### config.mk
export PLATFORM = sky130hd
export DESIGN_NAME = rhb_header_builder
export DESIGN_NICKNAME = d
export VERILOG_FILES = /design/src/common/rhb_pkg.sv /design/src/design/rhb_header_builder.sv
export VERILOG_INCLUDE_DIRS = /design/src /design/src/common
export SDC_FILE = /design/constraint.sdc
export NUM_CORES = 1
export LEC_CHECK = 0
export BUFFER_PORTS_ARGS = -buffer_cell sky130_fd_sc_hd__buf_2
export CAP_MARGIN = 20
export CORE_MARGIN = 8
export CORE_UTILIZATION = 59
export CTS_CLUSTER_SIZE = 20
export DETAILED_ROUTE_END_ITERATION = 10
export PLACE_DENSITY = 0.81
export SLEW_MARGIN = 5
export SYNTH_ARGS = -nofsm -noshare
export SYNTH_HDL_FRONTEND = slang
export SYNTH_SLANG_ARGS = --single-unit
### constraint.sdc
create_clock -name clk -period 2.3 [get_ports clk]
set_clock_uncertainty 0.1 [all_clocks]
set_input_delay 0.115 -clock clk [delete_from_list [all_inputs] [get_ports clk]]
set_output_delay 0.115 -clock clk [all_outputs]
set_load 0.05 [all_outputs]
### src/common/rhb_map.svh
// Constants for the record header builder: offsets, field positions, resets
`ifndef RHB_MAP_SVH
`define RHB_MAP_SVH
`define RHB_HDR_BYTES    40
`define RHB_HDR_LAST     6'd39
`define RHB_ST_OVR       7
`define RHB_ST_FILL_HI   6
`define RHB_ST_FILL_LO   4
`define RHB_ST_LOST_REC  0
`define RHB_ST_LOST_BEG  1
`define RHB_ST_LOST_MID  2
`define RHB_ST_LOST_END  3
`define RHB_FMT_S16      8'h00
`define RHB_FMT_S32      8'h01
`define RHB_REG_USER_TAG 8'h00
`define RHB_REG_FORMAT   8'h04
`define RHB_REG_SERIAL   8'h08
`define RHB_REG_PERIOD   8'h0c
`define RHB_REG_GP       8'h10
`define RHB_REG_REC_CNT  8'h14
`define RHB_REG_TS_RST   8'h18
`define RHB_REG_STATUS   8'h1c
`define RHB_RST_USER_TAG 8'h00
`define RHB_RST_SERIAL   32'h00000000
`define RHB_RST_PERIOD   32'h00000000
`define RHB_RST_GP       16'h0000
`define RHB_REC_MAX      32'hffffffff
`endif

### src/common/rhb_pkg.sv
// Types shared by the record header builder
package rhb_pkg;
  typedef enum logic [1:0] {
    RHB_IDLE    = 2'b00,
    RHB_CAPTURE = 2'b01,
    RHB_SEND    = 2'b11
  } rhb_state_t;

  typedef struct packed {
    rhb_state_t   st;
    logic [5:0]   idx;
    logic [319:0] sh;
    logic         ovr;
    logic [2:0]   fill;
    logic [2:0]   lost;
    logic [7:0]   chan;
    logic [63:0]  trig;
    logic [63:0]  soff;
    logic [31:0]  recno;
    logic [15:0]  tsr;
    logic [7:0]   uid;
    logic         fmt;
    logic [31:0]  serial;
    logic [31:0]  period;
    logic [15:0]  gp;
    logic [31:0]  rdata;
  } rhb_regs_t;
endpackage

### src/design/rhb_header_builder.sv
// Record header builder: gathers record metadata and emits the 40-byte header
// How it works
// - One status byte: range, fill, loss
// - One programmable user identifier byte per header
// - One channel byte naming the source channel
// - Serial number as unsigned 32-bit number
// - 32-bit record counter, one step per record
// - Record counter wraps to zero after maximum
// - Sample period, signed 32-bit, 25 ps units
// - Trigger time, unsigned 64-bit, 25 ps units
// - Start offset, signed 64-bit, 25 ps units
// - Record length as 32-bit sample count
// - 16-bit general purpose word per header
// - 16-bit count of timestamp resets
// - Bit 7 set on any range fault
// - Bits 6..4 give fill level in eighths
// - Fill field keeps highest level seen
// - Bits 3..1 flag loss, zero otherwise; bit 0 always zero
// - Bit 1 marks lost record beginning
// - Bit 2 marks lost middle segments
// - Bit 3 marks lost record end
// - Format byte: 0 is 16-bit, 1 is 32-bit
// - Header is always exactly forty bytes
//
// Chosen here: the address map and strobed register access.
`timescale 1ns/1ps
`default_nettype none
`include "rhb_map.svh"

module rhb_header_builder #(
  parameter int HDR_BYTES = `RHB_HDR_BYTES
) (
  input  wire logic        clk,
  input  wire logic        rst_n,
  input  wire logic [7:0]  reg_addr,
  input  wire logic [31:0] reg_wdata,
  input  wire logic        reg_wr,
  input  wire logic        reg_rd,
  output logic [31:0]      reg_rdata,
  input  wire logic        rec_start,
  input  wire logic [7:0]  rec_chan,
  input  wire logic [63:0] trigger_time_field,
  input  wire logic [63:0] rec_start_offset,
  input  wire logic        rec_end,
  input  wire logic [31:0] rec_len,
  input  wire logic        range_fault,
  input  wire logic [2:0]  fifo_fill,
  input  wire logic        lost_begin,
  input  wire logic        lost_mid,
  input  wire logic        lost_end,
  input  wire logic        ts_reset_evt,
  output logic             cap_ready,
  output logic             hdr_valid,
  input  wire logic        hdr_ready,
  output logic [7:0]       hdr_data,
  output logic             hdr_first,
  output logic             hdr_last
);
  import rhb_pkg::*;

  initial begin
    if (HDR_BYTES != `RHB_HDR_BYTES) begin
      $error("header size must be forty bytes");
    end
  end

  rhb_regs_t r;
  rhb_regs_t next_r;
  logic [7:0] status;
  logic [7:0] fmt_byte;
  logic       set_user_tag_command;
  logic       accept;

  // ----------------------------------------
  // Combinational outputs
  // ----------------------------------------
  assign cap_ready = (r.st != RHB_SEND);
  assign hdr_valid = (r.st == RHB_SEND);
  assign hdr_data  = r.sh[7:0];
  assign hdr_first = hdr_valid && (r.idx == 6'd0);
  assign hdr_last  = hdr_valid && (r.idx == `RHB_HDR_LAST);
  assign reg_rdata = r.rdata;
  assign accept    = hdr_valid && hdr_ready;
  assign set_user_tag_command = reg_wr && (reg_addr == `RHB_REG_USER_TAG);

  // ----------------------------------------
  // Status and format bytes
  // ----------------------------------------
  always_comb begin
    status = 8'h00;
    status[`RHB_ST_OVR] = r.ovr | range_fault;
    status[`RHB_ST_FILL_HI:`RHB_ST_FILL_LO] =
      (fifo_fill > r.fill) ? fifo_fill : r.fill;
    status[`RHB_ST_LOST_REC] = 1'b0;
    status[`RHB_ST_LOST_BEG] = r.lost[0] | lost_begin;
    status[`RHB_ST_LOST_MID] = r.lost[1] | lost_mid;
    status[`RHB_ST_LOST_END] = r.lost[2] | lost_end;
    fmt_byte = r.fmt ? `RHB_FMT_S32 : `RHB_FMT_S16;
  end

  // ----------------------------------------
  // Next state
  // ----------------------------------------
  always_comb begin
    next_r = r;
    // Register writes
    if (set_user_tag_command) begin
      next_r.uid = reg_wdata[7:0];
    end
    if (reg_wr && reg_addr == `RHB_REG_FORMAT) begin
      next_r.fmt = reg_wdata[0];
    end
    if (reg_wr && reg_addr == `RHB_REG_SERIAL) begin
      next_r.serial = reg_wdata;
    end
    if (reg_wr && reg_addr == `RHB_REG_PERIOD) begin
      next_r.period = reg_wdata;
    end
    if (reg_wr && reg_addr == `RHB_REG_GP) begin
      next_r.gp = reg_wdata[15:0];
    end
    // Register reads
    next_r.rdata = 32'h00000000;
    if (reg_rd) begin
      unique case (reg_addr)
        `RHB_REG_USER_TAG: next_r.rdata = {24'h000000, r.uid};
        `RHB_REG_FORMAT:   next_r.rdata = {31'h00000000, r.fmt};
        `RHB_REG_SERIAL:   next_r.rdata = r.serial;
        `RHB_REG_PERIOD:   next_r.rdata = r.period;
        `RHB_REG_GP:       next_r.rdata = {16'h0000, r.gp};
        `RHB_REG_REC_CNT:  next_r.rdata = r.recno;
        `RHB_REG_TS_RST:   next_r.rdata = {16'h0000, r.tsr};
        `RHB_REG_STATUS:   next_r.rdata = {22'h000000, r.st, status};
        default:           next_r.rdata = 32'h00000000;
      endcase
    end
    // Timestamp reset counter
    if (ts_reset_evt) begin
      next_r.tsr = r.tsr + 16'h0001;
    end
    unique case (r.st)
      RHB_IDLE: begin
        if (rec_start) begin
          next_r.st   = RHB_CAPTURE;
          next_r.ovr  = range_fault;
          next_r.fill = fifo_fill;
          next_r.lost = {lost_end, lost_mid, lost_begin};
          next_r.chan = rec_chan;
          next_r.trig = trigger_time_field;
          next_r.soff = rec_start_offset;
        end
      end
      RHB_CAPTURE: begin
        next_r.ovr  = status[`RHB_ST_OVR];
        next_r.fill = status[`RHB_ST_FILL_HI:`RHB_ST_FILL_LO];
        next_r.lost = status[`RHB_ST_LOST_END:`RHB_ST_LOST_BEG];
        if (rec_end) begin
          next_r.st  = RHB_SEND;
          next_r.idx = 6'd0;
          // Byte 0 first, every field little-endian
          next_r.sh  = {r.tsr, r.gp, rec_len, r.soff, r.trig, r.period,
                        r.recno, r.serial, fmt_byte, r.chan, r.uid,
                        status};
          next_r.recno = (r.recno == `RHB_REC_MAX) ? 32'h00000000
                                                   : r.recno + 32'h00000001;
        end
      end
      RHB_SEND: begin
        if (accept) begin
          next_r.sh  = {8'h00, r.sh[319:8]};
          next_r.idx = r.idx + 6'd1;
          if (r.idx == `RHB_HDR_LAST) begin
            next_r.st  = RHB_IDLE;
            next_r.idx = 6'd0;
          end
        end
      end
      default: begin
        next_r.st = RHB_IDLE;
      end
    endcase
  end

  // ----------------------------------------
  // State register
  // ----------------------------------------
  always_ff @(posedge clk or negedge rst_n) begin
    if (!rst_n) begin
      r        <= '0;
      r.st     <= RHB_IDLE;
      r.uid    <= `RHB_RST_USER_TAG;
      r.serial <= `RHB_RST_SERIAL;
      r.period <= `RHB_RST_PERIOD;
      r.gp     <= `RHB_RST_GP;
    end else begin
      r <= next_r;
    end
  end

  // ----------------------------------------
  // Checks
  // ----------------------------------------
  logic [5:0]  acc_cnt;
  logic [31:0] recno_q;
  logic [15:0] tsr_q;
  logic [2:0]  fill_q;
  logic        ovr_q;
  logic        in_cap;
  logic        snap_ovr;
  logic        snap_fmt;
  logic [7:0]  snap_uid;
  logic        cap_end;
  logic [5:0]  hidx;
  logic [7:0]  snap_chan;
  logic [2:0]  snap_lost;
  logic [2:0]  snap_fill;
  logic [31:0] snap_len;
  logic [31:0] snap_recno;
  logic [31:0] snap_ser;
  logic [31:0] snap_per;
  logic [63:0] snap_trig;
  logic [63:0] snap_soff;
  logic [15:0] snap_gp;
  logic [15:0] snap_tsr;
  assign hidx    = r.idx;
  assign recno_q = r.recno;
  assign tsr_q   = r.tsr;
  assign fill_q  = r.fill;
  assign ovr_q   = r.ovr;
  assign in_cap  = (r.st == RHB_CAPTURE);
  assign cap_end = in_cap && rec_end;

  always_ff @(posedge clk or negedge rst_n) begin
    if (!rst_n) begin
      acc_cnt  <= 6'd0;
      snap_ovr <= 1'b0;
      snap_fmt <= 1'b0;
      snap_uid <= 8'h00;
      snap_chan  <= 8'h00;
      snap_lost  <= 3'h0;
      snap_fill  <= 3'h0;
      snap_len   <= 32'h00000000;
      snap_recno <= 32'h00000000;
      snap_ser   <= 32'h00000000;
      snap_per   <= 32'h00000000;
      snap_trig  <= 64'h0000000000000000;
      snap_soff  <= 64'h0000000000000000;
      snap_gp    <= 16'h0000;
      snap_tsr   <= 16'h0000;
    end else begin
      if (cap_end) begin
        snap_ovr <= status[`RHB_ST_OVR];
        snap_fmt <= r.fmt;
        snap_uid <= r.uid;
        snap_chan  <= r.chan;
        snap_lost  <= status[`RHB_ST_LOST_END:`RHB_ST_LOST_BEG];
        snap_fill  <= status[`RHB_ST_FILL_HI:`RHB_ST_FILL_LO];
        snap_len   <= rec_len;
        snap_recno <= r.recno;
        snap_ser   <= r.serial;
        snap_per   <= r.period;
        snap_trig  <= r.trig;
        snap_soff  <= r.soff;
        snap_gp    <= r.gp;
        snap_tsr   <= r.tsr;
        acc_cnt  <= 6'd0;
      end else if (accept) begin
        acc_cnt <= acc_cnt + 6'd1;
      end
    end
  end
endmodule // rhb_header_builder
`default_nettype wire

# == Word-level counts from Yosys, hierarchy flattened ==
# Index checks and enable logic that the tools add are counted.
# word_totals
romBits,0
elab_cells,72
n_memories,0
in_bits,223
mem_bits_rw,0
latchBits,0
reg_bits,640
output_inout_bits,44
# classes
eq_ne,16
multipliers,0
bitwise,4
addsub,3
div,0
mux,13
shift,0
order_cmp,1
n_reduce_logical,18
# op_table
cell,count
two-way mux 328 bit,2
case mux 326 bit (2 select lines),1
case mux 32 bit (8 select lines),1
two-way mux 143 bit,1
two-way mux 32 bit,2
adder 32 x 1 -> 32 bit (second input constant),1
equality test 32 bit (second input constant),1
equality test 8 x 5 -> 1 bit (second input constant),4
adder 16 x 1 -> 16 bit (second input constant),1
equality test 8 x 4 -> 1 bit (second input constant),2
case mux 7 bit (2 select lines),1
equality test 8 x 3 -> 1 bit (second input constant),1
logical AND 1 bit,8
zero test 8 bit,1
two-way mux 8 bit,1
adder 6 x 1 -> 6 bit (second input constant),1
equality test 6 bit (second input constant),1
zero test 6 bit,1
inequality test 2 bit (second input constant),3
case mux 2 bit (3 select lines),1
AND reduction 2 bit,3
inequality test 2 x 1 -> 1 bit (second input constant),2
bitwise OR 1 bit,4
AND reduction 4 bit,1
other kinds (9),10

# == Depth between registers and ports, before layout ==
# depth
depth_word,4
ltp_mapped,8
mapped_depth_nobuf,7

# == Least setup slack after synthesis ==
# Ideal clock, no wire load.
# synth_timing
path_kind,flip-flop to output port
start,reg r[639] (netlist bit)
end,out hdr_last
setup_slack_ns,0.148
path_buffers,3
stages_incl_launch_ff,6
arrival_time_ns,1.937
cell_sequence,dfrtp_1 buf_2 nand2_1 clkbuf_1 buf_1 nor2_1
# synth_via
elab_chain_cells,2
# synth_lines
element,line_no,source
from (decl),rhb_header_builder.sv:67,rhb_regs_t r;
from (signal assigned),rhb_header_builder.sv:196,r <= next_r;
equality test 2 bit,rhb_header_builder.sv:78,assign hdr_valid = (r.st == RHB_SEND);
logical AND 1 bit,rhb_header_builder.sv:81,assign hdr_last = hdr_valid && (r.idx == `RHB_HDR_LAST);
to (decl),rhb_header_builder.sv:57,output logic hdr_last
# No other way between the ends.

# == Final worst setup path ==
# layout_timing
start,reg r[639] (netlist bit)
end,reg r[458] (netlist bit)
# layout_via
elab_chain_cells,4
# layout_lines
element,line_no,source
equality test 2 bit,"rhb_header_builder.sv:78, rhb_header_builder.sv:141",
logical AND 1 bit,rhb_header_builder.sv:83,assign accept = hdr_valid && hdr_ready;
inequality test 2 x 1 -> 1 bit (no source line),--,
AND reduction 3 bit (no source line),--,
# Several ways; a longest one is shown, not always the timed one.
# A chain may end at the register's enable or synchronous reset.

==> results.ini <==
[run]
maxCapViolations=0

[power]
p_clk_share_pct=26.0
p_int_uw=26000
swShare_pct=37.2
ir_drop_v=0.000734
power_frac_seq_pct=42.8
p_per_area_mw_per_mm2=1190
p_leak_uw=0.0162
p_comb_share_pct=31.2
switchingPower_uw=15400
totalPowerFinal_uw=41400

[route]
finalWirelength_um=88000
ant_nets=0
drt-pass1-iter-count=8
drcViolationCount=0
vias=23923
viasPerCell=6.13
wl_per_cell_um=22.5
drt_iter0_markers=2936

[clocking]
cts_made_buffers=66
clkTransAtPathRegs_ns=0.07
clk_latency_ns=0.59
cts_sinks=640
cts_tree=done
htreeDepth=3
clockBufferDepth=3
cts_root_buf=clkbuf_16

[cells_and_area]
syn2layout_area_growth_pct=24.4
drive_gt1_share_pct=22.7
instances_no_fill=3905
fillCellCount=2870
multi_input_area_mm2=0.0108
fin_nets=3472
final-seq-area_mm2=0.0160
final_util_pct=74.5

[die]
die_area_mm2=0.0545
initial_core_util_pct=59.9
die_width_um=234
fp.coreArea_mm2=0.0467
die_y_um=234
pin_count=267
rows=79

[critical_path]
path_class=reg -> reg
crit_arrival_ns=2.61
slowest_delay_ns=0.51
path_max_fanout=26
cp-end-kind=flop
start_kind=flop
critPathBufInv=2
cp.required_ns=2.67
cp_cell_sequence=mux2_2, and2_4, buf_12, buf_4, nor2_1, a31oi_1
path_delay_family=flip-flops
crit_path_top_delay_cell=dfrtp_2

[synthesis]
synth_ff_type=dfrtp_1
synth_area_mm2=0.0279
syn_avg_cell_area_um2=10.0
yosys_register_bits=640
synthXorXnorAreaFrac_pct=1.35
synth_nets=3023
synth_compound_area_share_pct=10.1
synthArstFlopShare_pct=100
synth_top_area_share_pct=57.4
synth_edf_count=0
synth.area.mux_share_pct=10.3
yosys-top-cells-area=dfrtp_1 57%, mux2_2 9.5%, nand2_1 9.5%, a31oi_1 6.7%, nor2_1 4.6%
synthTopCellsByCount=707 x nand2_1, 640 x dfrtp_1, 345 x nor2_1, 300 x a31oi_1, 236 x mux2_2
synth_largest_area_cell=dfrtp_1
synth-seq-area-share_pct=57.4
synth_top_family_by_area=simple AND/OR/NAND/NOR gates
synth_cell_types=60
synthAdderAreaFrac_pct=0.314
synth.most_common_cell=nand2_1
synthSimpleGateAreaFrac_pct=16.6
netlist_instances=2793
yosys_warnings=0

[placement]
placed_cells=3552
gp_congestion=0.935
hpwl_um=54300
io_buffers=266

[sta]
hold_viol=0
finalSetupViolCount=0
slew_headroom_pct=59.9
whs_ns=0.0721
setup_tns_ns=0
worst_pin_slew_ns=0.593
fmax_mhz=447
finalCritPeriodShare_pct=97.3
maxSlewViolCount=0
period_needed_ns=2.24

[grt]
track_usage_pct=32.3
grt_pass1_wl_um=138000
grt.overflow.total=0
grt_pass1_vias=24965
grt_start_max_net_pins=83
antenna_found_initial=5

[status]
status=completed

[hold_path]
hp-class=in -> reg

timing repair:
item	CTS	global route
endpoints found under the hold margin	803	0
gates cloned	1	0
endpoints found under the setup margin	1	74
hold buffers	228	0
pin swaps	0	0
buffers inserted	0	0
resized for setup	1	7
worst paths after layout:
path	start	slack, ns	cells after the start	endpoint
max in group asynchronous	rst_n	1.48	3	r[89]$_DFFE_PN0P_
worst max-delay path	r[639]$_DFFE_PN0P_	0.06	6	r[458]$_DFFE_PN0P_
min in group asynchronous	rst_n	0.13	3	r[209]$_DFFE_PN0P_
worst min-delay path	reg_addr[3]	0.07	4	reg_rdata[7]$_DFF_PN0_
worst min register to register	r[625]$_DFFE_PN0P_	0.38	2	r[625]$_DFFE_PN0P_
worst max register to register	r[639]$_DFFE_PN0P_	0.06	6	r[458]$_DFFE_PN0P_
per-layer routing:
metal | track usage (%) | vias to the layer above | routed length [µm]
li1 | - | 10407 | -
met1 | 39.9 | 11719 | 32800
met2 | 52.6 | 1444 | 42500
met3 | 7.49 | 353 | 7850
met4 | 17.7 | 0 | 4850
met5 | 0 | - | 0
power groups by stage:
stage | logic (µW) | registers (µW) | clock network, µW
after detailed placement | 12000 | 17600 | 0
final | 12900 | 17700 | 10700
after floorplan | 8630 | 16500 | 0
after global routing | 14200 | 18000 | 11300
after global placement | 11500 | 17400 | 0
after CTS | 12500 | 17500 | 10700
sequential cells by signal, indices dropped and copies added (netlist names):
signal and count:
r 542, recno_q 32, reg_rdata 32, tsr_q 16, hdr_data 8, hidx 6
fill_q 3, ovr_q 1
placed cells by master (no fill, tap or decap), types with 12 or more instances in the layout:
cell type	instances
mux2i_1	18
dfrtp_1	638
nand2_1	705
clkinv_2	14
o21ai_0	44
xnor2_1	23
nand4_1	14
buf_12	29
buf_4	86
nand3_1	27
and3_1	16
a21oi_1	45
nor2_1	345
inv_1	12
clkbuf_8	14
a22oi_1	20
xor2_1	20
buf_2	264
a31oi_1	300
clkbuf_16	71
dlygate4sd3_1	227
mux2_2	236
cell type report:
cell class                 instances  share of cell area (%)
timing repair buffer             611                    14.2
multi-input combinational       1910                    31.1
sequential                       640                    46.1
tap                              607                    2.19
inverter                          13                   0.162
antenna                            8                  0.0576
clock buffer                      95                    5.78
clock inverter                    21                   0.429
worst register-to-register path: stages (launching register included):
cell and delay [ns]:
dfrtp_2 0.51, mux2_2 0.29, and2_4 0.40, buf_12 0.25, buf_4 0.22, nor2_1 0.06
a31oi_1 0.28
cell families after synthesis:
| logic type | after synthesis |
|---|---|
| fa+ha+maj | 7 |
| xor+xnor | 43 |
| buf+inv | 243 |
| compound gates | 452 |
| mux | 255 |
| flops | 640 |
| simple gates | 1153 |
through the flow:
step | worst slack, ns | instance area, µm²
after floorplan | 0.148 | 27900
after global placement | 0.250 | 30200
after detailed placement | 0.159 | 30200
after CTS | 0.0000218 | 34700
after global routing | -0.114 | 34700
final | 0.0614 | 34700
Power figures use the tool's default switching activity.
